==> config.mk <==
export PLATFORM = sky130hd
export DESIGN_NAME = uplp_top
export DESIGN_NICKNAME = d
export VERILOG_FILES = /design/src/pkg/uplp_pkg.sv /design/src/core/uplp_buf2.sv /design/src/core/uplp_top.sv
export SDC_FILE = /design/constraint.sdc
export NUM_CORES = 1
export LEC_CHECK = 0
export BUFFER_PORTS_ARGS = -buffer_cell sky130_fd_sc_hd__buf_2
export CAP_MARGIN = 10
export CORE_MARGIN = 5
export CORE_UTILIZATION = 45
export DETAILED_ROUTE_END_ITERATION = 10
export GPL_ROUTABILITY_DRIVEN = 0
export PLACE_DENSITY = 0.7
export RECOVER_POWER = 25
export SYNTH_ARGS = -nofsm -noshare
export SYNTH_HDL_FRONTEND = slang
export SYNTH_SLANG_ARGS = --single-unit
==> constraint.sdc <==
create_clock -name core_clk -period 2.1 [get_ports core_clk]
set_clock_uncertainty 0.1 [all_clocks]
set_input_delay 0.42 -clock core_clk [delete_from_list [all_inputs] [get_ports core_clk]]
set_output_delay 0.42 -clock core_clk [all_outputs]
set_load 0.01 [all_outputs]
==> src/pkg/uplp_pkg.sv <==
/*
 * Constants, state codes and timing counts shared by the link-facing pin logic of the transceiver.
 * Assumes a single 100 MHz core clock that stands for the interface clock domain.
 */
// Overview of operation
// - Output-clock mode sources the interface clock; all bus outputs change on rising edges.
// - Clock pin held high after reset selects input-clock mode.
// - During link transmit, next is high when the byte on the bus is taken.
// - Eight-bit two-way data bus shared for commands, data and status.
// - Three frequency straps read together; all must be high in input-clock mode.
// - External supply enable output is low after reset, then follows the enable request once straps are read.
// - Direction high owns the bus from a waiting byte until the byte marked last is sent; low otherwise, watching commands.
// - Chip reset low for 1 us then released resets all state.
package uplp_pkg;

	// ************************************************************
	// Widths and strap values
	// ************************************************************
	localparam int          DATA_W         = 8;
	localparam int          STRAP_W        = 3;
	localparam int          LEVEL_W        = 2;
	localparam logic [2:0]  STRAP_ALL_HIGH = 3'h7;
	localparam logic [7:0]  BUS_IDLE       = 8'h00;
	localparam logic [2:0]  STRAP_RST      = 3'h0;

	// ************************************************************
	// Timing
	// ************************************************************
	localparam int          CORE_CLK_PS    = 10000;
	localparam int          IFC_CLK_MHZ    = 60;
	localparam int          RESET_MIN_US   = 1;
	localparam int          RESET_MIN_PS   = RESET_MIN_US * 1000000;
	localparam int          RESET_MIN_CYC  = (RESET_MIN_PS + CORE_CLK_PS - 1) / CORE_CLK_PS;
	localparam int          RST_CNT_W      = 8;

	// ************************************************************
	// Bus ownership states
	// ************************************************************
	typedef enum logic [5:0] {
		ST_HALT    = 6'h01,
		ST_IDLE    = 6'h02,
		ST_RECV    = 6'h04,
		ST_TURN_UP = 6'h08,
		ST_SEND    = 6'h10,
		ST_TURN_DN = 6'h20
	} uplp_state_e;

endpackage

==> src/core/uplp_buf2.sv <==
/*
 * Two-entry buffer with valid and ready on both sides; all outputs come from flip-flops.
 * Assumes one clock and a synchronous active-low reset.
 */
`timescale 1ns/1ps
module uplp_buf2 #(
	parameter int WIDTH = 8
) (
	// Clock and reset
	input  wire logic               core_clk,
	input  wire logic               rstn,
	// Filling side
	input  wire logic               in_valid,
	input  wire logic [WIDTH-1:0]   in_data,
	output logic                    in_ready,
	// Draining side
	output logic                    out_valid,
	output logic [WIDTH-1:0]        out_data,
	input  wire logic               out_ready,
	// Fill level
	output logic [1:0]              level
);
	logic             head_v_reg, head_v_next;
	logic [WIDTH-1:0] head_d_reg, head_d_next;
	logic             tail_v_reg, tail_v_next;
	logic [WIDTH-1:0] tail_d_reg, tail_d_next;
	logic             push;
	logic             pop;

	// ************************************************************
	// Next state
	// ************************************************************
	always_comb begin
		push        = in_valid && !tail_v_reg;
		pop         = head_v_reg && out_ready;
		head_v_next = head_v_reg;
		head_d_next = head_d_reg;
		tail_v_next = tail_v_reg;
		tail_d_next = tail_d_reg;
		if (pop) begin
			if (tail_v_reg) begin
				head_d_next = tail_d_reg;
				tail_v_next = 1'b0;
			end else begin
				head_v_next = push;
				head_d_next = in_data;
			end
		end else if (push) begin
			if (head_v_reg) begin
				tail_v_next = 1'b1;
				tail_d_next = in_data;
			end else begin
				head_v_next = 1'b1;
				head_d_next = in_data;
			end
		end
	end

	// ************************************************************
	// Registers
	// ************************************************************
	always_ff @(posedge core_clk) begin
		if (!rstn) begin
			head_v_reg <= 1'b0;
			head_d_reg <= '0;
			tail_v_reg <= 1'b0;
			tail_d_reg <= '0;
		end else begin
			head_v_reg <= head_v_next;
			head_d_reg <= head_d_next;
			tail_v_reg <= tail_v_next;
			tail_d_reg <= tail_d_next;
		end
	end

	assign in_ready  = !tail_v_reg;
	assign out_valid = head_v_reg;
	assign out_data  = head_d_reg;
	assign level     = {head_v_reg && tail_v_reg, head_v_reg != tail_v_reg};

endmodule // uplp_buf2

==> src/core/uplp_top.sv <==
/*
 * Link-facing pin logic of the transceiver: clock pin, data bus, direction, next, stop, straps and
 * supply enable. Assumes core_clk is the interface clock and the bench resolves the two-way pins.
 */
`timescale 1ns/1ps
module uplp_top (
	// Clock and reset
	input  wire logic                         core_clk,
	input  wire logic                         rstn,
	// Chip reset pin
	input  wire logic                         chip_reset_n,
	// Interface clock pin
	input  wire logic                         interface_clock_in,
	output logic                              interface_clock_out,
	output logic                              interface_clock_oe,
	// Frequency straps
	input  wire logic [uplp_pkg::STRAP_W-1:0] ref_freq_strap,
	// Link bus
	input  wire logic [uplp_pkg::DATA_W-1:0]  data_in,
	output logic      [uplp_pkg::DATA_W-1:0]  data_out,
	output logic                              data_oe,
	output logic                              dir,
	output logic                              nxt,
	input  wire logic                         stp,
	// Received stream to the core
	output logic                              rx_valid,
	output logic      [uplp_pkg::DATA_W-1:0]  rx_data,
	input  wire logic                         rx_ready,
	output logic                              rx_stream_end,
	// Stream from the core to the link
	input  wire logic                         tx_valid,
	input  wire logic [uplp_pkg::DATA_W-1:0]  tx_data,
	input  wire logic                         tx_last,
	output logic                              tx_ready,
	// Supply switch and mode status
	input  wire logic                         vbus_enable_req,
	output logic                              vbus_supply_enable,
	output logic                              input_clock_mode,
	output logic      [uplp_pkg::STRAP_W-1:0] ref_freq_sel,
	output logic                              strap_mismatch
);
	import uplp_pkg::*;

	// ************************************************************
	// Synchronisers for pins
	// ************************************************************
	logic [STRAP_W+1:0] sync1_reg;
	logic [STRAP_W+1:0] sync2_reg;
	logic               pin_reset_n;
	logic               pin_clock;
	logic [STRAP_W-1:0] pin_strap;

	always_ff @(posedge core_clk) begin
		if (!rstn) begin
			sync1_reg <= '0;
			sync2_reg <= '0;
		end else begin
			sync1_reg <= {chip_reset_n, interface_clock_in, ref_freq_strap};
			sync2_reg <= sync1_reg;
		end
	end

	assign pin_reset_n = sync2_reg[STRAP_W+1];
	assign pin_clock   = sync2_reg[STRAP_W];
	assign pin_strap   = sync2_reg[STRAP_W-1:0];

	// ************************************************************
	// Chip reset, straps, clock and supply enable
	// ************************************************************
	logic                 hold;
	logic                 soft_clr_reg, soft_clr_next;
	logic [RST_CNT_W-1:0] rst_cnt_reg, rst_cnt_next;
	logic                 strap_done_reg, strap_done_next;
	logic                 in_mode_reg, in_mode_next;
	logic [STRAP_W-1:0]   sel_reg, sel_next;
	logic                 mismatch_reg, mismatch_next;
	logic                 clk_o_reg, clk_o_next;
	logic                 clk_oe_reg, clk_oe_next;
	logic                 vbus_reg, vbus_next;
	logic                 buf_rstn;

	assign hold = !pin_reset_n;

	always_comb begin
		soft_clr_next   = 1'b0;
		rst_cnt_next    = rst_cnt_reg;
		strap_done_next = strap_done_reg;
		in_mode_next    = in_mode_reg;
		sel_next        = sel_reg;
		mismatch_next   = mismatch_reg;
		clk_o_next      = 1'b0;
		clk_oe_next     = 1'b0;
		vbus_next       = vbus_reg;
		if (hold) begin
			if (rst_cnt_reg != RST_CNT_W'(RESET_MIN_CYC)) begin
				rst_cnt_next = rst_cnt_reg + 1'b1;
			end
			vbus_next = 1'b0;
		end else if (rst_cnt_reg == RST_CNT_W'(RESET_MIN_CYC)) begin
			rst_cnt_next    = '0;
			soft_clr_next   = 1'b1;
			strap_done_next = 1'b0;
			vbus_next       = 1'b0;
		end else begin
			rst_cnt_next = '0;
			if (!strap_done_reg && !soft_clr_reg) begin
				strap_done_next = 1'b1;
				in_mode_next    = pin_clock;
				sel_next        = pin_strap;
				mismatch_next   = pin_clock && (pin_strap != STRAP_ALL_HIGH);
			end
			if (strap_done_reg && !in_mode_reg) begin
				clk_oe_next = 1'b1;
				clk_o_next  = !clk_o_reg;
			end
			if (strap_done_reg) begin
				vbus_next = vbus_enable_req;
			end
		end
	end

	always_ff @(posedge core_clk) begin
		if (!rstn) begin
			soft_clr_reg   <= 1'b0;
			rst_cnt_reg    <= '0;
			strap_done_reg <= 1'b0;
			in_mode_reg    <= 1'b0;
			sel_reg        <= STRAP_RST;
			mismatch_reg   <= 1'b0;
			clk_o_reg      <= 1'b0;
			clk_oe_reg     <= 1'b0;
			vbus_reg       <= 1'b0;
		end else begin
			soft_clr_reg   <= soft_clr_next;
			rst_cnt_reg    <= rst_cnt_next;
			strap_done_reg <= strap_done_next;
			in_mode_reg    <= in_mode_next;
			sel_reg        <= sel_next;
			mismatch_reg   <= mismatch_next;
			clk_o_reg      <= clk_o_next;
			clk_oe_reg     <= clk_oe_next;
			vbus_reg       <= vbus_next;
		end
	end

	assign buf_rstn = rstn && !soft_clr_reg;

	// ************************************************************
	// Buffers in both data paths
	// ************************************************************
	logic              rx_push;
	logic [1:0]        rx_level;
	logic              rx_in_ready;
	logic              tx_out_valid;
	logic [DATA_W:0]   tx_out_data;
	logic              tx_pop;

	uplp_buf2 #(.WIDTH(DATA_W)) u_rx_buf (
		.core_clk  (core_clk),
		.rstn      (buf_rstn),
		.in_valid  (rx_push),
		.in_data   (data_in),
		.in_ready  (rx_in_ready),
		.out_valid (rx_valid),
		.out_data  (rx_data),
		.out_ready (rx_ready),
		.level     (rx_level)
	);

	uplp_buf2 #(.WIDTH(DATA_W + 1)) u_tx_buf (
		.core_clk  (core_clk),
		.rstn      (buf_rstn),
		.in_valid  (tx_valid),
		.in_data   ({tx_last, tx_data}),
		.in_ready  (tx_ready),
		.out_valid (tx_out_valid),
		.out_data  (tx_out_data),
		.out_ready (tx_pop),
		.level     ()
	);

	// ************************************************************
	// Bus ownership
	// ************************************************************
	uplp_state_e       st_reg, st_next;
	logic [DATA_W-1:0] dout_reg, dout_next;
	logic              doe_reg, doe_next;
	logic              dir_reg, dir_next;
	logic              nxt_reg, nxt_next;
	logic              last_reg, last_next;
	logic              end_reg, end_next;
	logic [2:0]        fill;

	always_comb begin
		st_next   = st_reg;
		dout_next = BUS_IDLE;
		doe_next  = 1'b0;
		dir_next  = 1'b0;
		nxt_next  = 1'b0;
		last_next = last_reg;
		end_next  = 1'b0;
		tx_pop    = 1'b0;
		rx_push   = (st_reg == ST_RECV) && nxt_reg && !stp && rx_in_ready;
		fill      = {1'b0, rx_level} + {2'b00, rx_push} - {2'b00, rx_valid && rx_ready};
		unique case (st_reg)
			ST_HALT: begin
				if (!hold && strap_done_reg) begin
					st_next = ST_IDLE;
				end
			end
			ST_IDLE: begin
				if (data_in != BUS_IDLE) begin
					st_next  = ST_RECV;
					nxt_next = fill < 3'h2;
				end else if (tx_out_valid && !stp) begin
					st_next  = ST_TURN_UP;
					dir_next = 1'b1;
				end
			end
			ST_RECV: begin
				if (stp) begin
					st_next  = ST_IDLE;
					end_next = 1'b1;
				end else begin
					nxt_next = fill < 3'h2;
				end
			end
			ST_TURN_UP: begin
				st_next   = ST_SEND;
				dir_next  = 1'b1;
				doe_next  = 1'b1;
				dout_next = tx_out_data[DATA_W-1:0];
				nxt_next  = 1'b1;
				tx_pop    = 1'b1;
				last_next = tx_out_data[DATA_W];
			end
			ST_SEND: begin
				if (last_reg) begin
					st_next = ST_TURN_DN;
				end else begin
					dir_next = 1'b1;
					doe_next = 1'b1;
					if (tx_out_valid) begin
						dout_next = tx_out_data[DATA_W-1:0];
						nxt_next  = 1'b1;
						tx_pop    = 1'b1;
						last_next = tx_out_data[DATA_W];
					end
				end
			end
			ST_TURN_DN: begin
				st_next   = ST_IDLE;
				last_next = 1'b0;
			end
			default: begin
				st_next = ST_HALT;
			end
		endcase
		if (hold || soft_clr_reg) begin
			st_next   = ST_HALT;
			dout_next = BUS_IDLE;
			doe_next  = 1'b0;
			dir_next  = 1'b0;
			nxt_next  = 1'b0;
			last_next = 1'b0;
			tx_pop    = 1'b0;
		end
	end

	always_ff @(posedge core_clk) begin
		if (!rstn) begin
			st_reg   <= ST_HALT;
			dout_reg <= BUS_IDLE;
			doe_reg  <= 1'b0;
			dir_reg  <= 1'b0;
			nxt_reg  <= 1'b0;
			last_reg <= 1'b0;
			end_reg  <= 1'b0;
		end else begin
			st_reg   <= st_next;
			dout_reg <= dout_next;
			doe_reg  <= doe_next;
			dir_reg  <= dir_next;
			nxt_reg  <= nxt_next;
			last_reg <= last_next;
			end_reg  <= end_next;
		end
	end

	// ************************************************************
	// Outputs
	// ************************************************************
	assign interface_clock_out = clk_o_reg;
	assign interface_clock_oe  = clk_oe_reg;
	assign data_out            = dout_reg;
	assign data_oe             = doe_reg;
	assign dir                 = dir_reg;
	assign nxt                 = nxt_reg;
	assign rx_stream_end       = end_reg;
	assign vbus_supply_enable  = vbus_reg;
	assign input_clock_mode    = in_mode_reg;
	assign ref_freq_sel        = sel_reg;
	assign strap_mismatch      = mismatch_reg;

endmodule // uplp_top

==> summary.md <==
| Metric | Value |
|---|---|
| Outcome | `finished, final reports clean` |
| Cell at the slowest stage of the critical path | `dfxtp_1` |
| Reg-to-reg endpoint | `nxt` |
| Commonest non-fill, non-tap cell in the layout | `dfxtp_1` |
| Slew headroom | `0.449` |
| Overall Power | `roughly 2.9 mW` |
| Io pins | `between 50 and 60` |
| Sink Count | `85` |
| TritonCTS Buffers | `9` |
| Most frequent cells in the layout | `dfxtp_1 (84), buf_2 (42), nor2_1 (39), mux2i_1 (31), nand2_1 (20)` |
| Total track usage | `0.150` |
| DR pass1 iterations | `4` |
| Setup_tns | `0 ps` |
| Synthesized flop and latch total | `85` |
| Cells after Synth | `360` |
| CP startpoint | `u_rx_buf.out_valid` |
| Crit-path cells | `buf_4 > and2_1 > ha_1 > nor4b_2 > nand4_1 > xnor2_1 > nand2b_1 > a221oi_2` |
| Vias in the first global route | `about 2600` |
| Worst Tran Pin Value | `a little over 800 ps` |
| CP required | `roughly 2300 ps` |
| Peak VDD IR | `a little under 0.0004 V` |
| Final number of hold-violating endpoints | `0` |
| Clk root buf | `clkbuf_8` |
| Initial Util | `0.468` |
| Number of max-cap violations | `0` |
| Critical path type | `flip-flop to flip-flop` |
| Final Critical Period | `1930 ps` |
| Setup crit end | `nxt` |
| F_max | `~520 MHz` |
| Slew Viols, Final | `0` |
| WL/cell | `12.9 um` |
| Reg clk slew, reported paths | `~80 ps` |
| Post-synth top area share | `0.496` |
| Initial antenna violation count | `0` |
| DRT antenna net count | `0` |
| Area of the die | `0.00947 mm^2` |
| Post-CTS Repair Setup Buffers | `0` |
| Synth unique cells | `49` |
| Static Leak | `roughly 1.7 nW` |
| CP Launch Type | `flip-flop` |
| Final wirelength | `a little under 7000 um` |
| Worst skew pair latency | `around 350 ps` |
| Largest cells by area after synthesis | `dfxtp_1 (50%), mux2i_1 (9.0%), nor2_1 (4.3%)` |
| WP data arrival | `approximately 2100 ps` |
| Nature of the critical path endpoint | `flip-flop` |
| Max incr delay on CP | `between 300 and 400 ps` |
| Width of the die | `a little under 100 um` |
| Power Density | `between 700 and 800 mW/mm^2` |
| Final period utilization | `0.919` |
| Reg-to-Reg Start | `u_rx_buf.out_valid` |
| IO Port Bufs | `between 50 and 60` |
| Worst-case reg-to-reg path depth | `8` |
| Wire length of the first global-routing pass | `approximately 12000 um` |
| Share of layout cells above drive strength 1 | `0.196` |
| Worst-path maximum fanout | `6` |
| EDFF count, synth | `0` |
| Avg Inst Size Synth | `9.53 um^2` |
| Max clock buf depth | `2` |
| HPWL after detailed placement | `4850 um` |
| Area Growth Syn to Fin | `17.4%` |
| Seq/Total Area, Yosys | `0.496` |
| Ys Warns | `0` |
| # rows | `31` |
| RSZ-0062 raised after global routing | `no` |
| Die span in y | `roughly 100 um` |
| Largest net degree at the start of global routing | `28` |
| Commonest register cell after synthesis | `dfxtp_1` |
| Synthesized area | `~0.0034 mm^2` |
| Vias per cell | `about 5.0` |
| Setup-failing EPs final | `0` |
| 1st-iter DRT viols | `approximately 120` |
| H-tree depth | `3` |
| Ant. Diodes | `0` |
| Setup slack, reg-to-reg | `170 ps` |
| Remaining Overflow, GRT | `0` |
| Post-route DRC | `0` |
| DR vias | `2640` |
| Mapped Nets | `roughly 400` |
| Net count, final | `between 400 and 500` |
| Async set-or-reset flop fraction in the synthesized netlist | `0` |
| CTS tree | `done` |
| Synth area leader | `dfxtp_1` |
| Core area | `about 0.0073 mm^2` |
| Hold WC Path Type | `primary input to flip-flop` |
==> worst max-delay path: cells and delay by family (launching register included) <==
family                   cells  cell delay, ps
AND/OR/NAND/NOR              4             570
flip-flops                   1             320
XOR/XNOR                     1             190
AO/OA/AOI/OAI                1             210
buffers and inverters        1             150
adder cells (fa/ha/maj)      1             300
==> area by class of cell <==
class | instances | area [um^2]
Inverter | 8 | 30.0
Tap cell | 99 | 124
Clock buffer | 10 | 128
Sequential cell | 85 | 1700
Fill cell | 694 | 3300
Multi-Input combinational cell | 247 | 1610
Clock inverter | 6 | 46.3
Timing Repair Buffer | 73 | 387
==> synth_stat cells (all sizes together), types with 9 or more instances <==
| library cell | count |
|---|---|
| dfxtp | 85 |
| and2 | 19 |
| nor2 | 39 |
| clkbuf | 9 |
| buf | 11 |
| nand2 | 20 |
| nor2b | 11 |
| a211oi | 12 |
| a21oi | 13 |
| o21ai | 26 |
| nand3 | 17 |
| mux2i | 31 |
==> how the worst min path moves through the flow <==
stage / endpoint / slack, ps / startpoint / cells past startpoint
floorplan: sync2_reg[0] / 310 / sync1_reg[0] / 1
global placement: interface_clock_out / 300 / interface_clock_out / 1
detailed placement: interface_clock_out / 300 / interface_clock_out / 1
CTS: sync1_reg[2] / 150 / ref_freq_strap[2] / 2
global route: sync1_reg[1] / 150 / ref_freq_strap[1] / 2
finish: sync1_reg[1] / 170 / ref_freq_strap[1] / 2
==> power by group <==
part / total (mW) / internal (mW) / switching, mW / leakage, nW
Clock: 1.03 / 0.440 / 0.590 / 0.0837
Combinational: 0.161 / 0.0712 / 0.0893 / 0.909
Sequential: 1.68 / 1.65 / 0.0262 / 0.691
==> per-stage QoR <==
step / hold WS, ps / std cells / util / cell area [um^2] / setup slack (ps)
6_report: 172 / 528 / 0.550 / 4030 / 170
3_5_place_dp: 299 / 512 / 0.527 / 3860 / -84.1
2_1_floorplan: 312 / 360 / - / 3430 / 125
3_3_place_gp: 296 / 512 / 0.527 / 3860 / -21.9
5_1_grt: 150 / 528 / 0.550 / 4030 / 15.6
4_1_cts: 152 / 528 / 0.550 / 4030 / 53.9
==> per-layer routing <==
layer  vias up  wire (um)  track usage
met1      1206       3200        0.188
met4         0         86       0.0501
met3         7        379       0.0402
met5         -          0            0
li1       1374          -            -
met2        53       3140        0.249
==> what timing repair did <==
action / 4_1_cts / 5_1_grt
endpoints found under the setup margin: 0 / 2
resized for setup: 0 / 3
hold buffers: 0 / 0
endpoints found under the hold margin: 0 / 0
==> kinds of logic (layout without fill, tap and decap cells) <==
| logic type | after synthesis | after routing | synth area share |
|---|---|---|---|
| AO/OA/AOI/OAI | 64 | 64 | 0.117 |
| XOR/XNOR | 11 | 11 | 0.0281 |
| adder cells (fa/ha/maj) | 4 | 4 | 0.0146 |
| buffers and inverters | 28 | 97 | 0.0398 |
| flip-flops | 85 | 85 | 0.496 |
| multiplexers | 31 | 31 | 0.0904 |
| AND/OR/NAND/NOR | 137 | 137 | 0.214 |
Note: power is estimated with default switching activity, not from simulation.
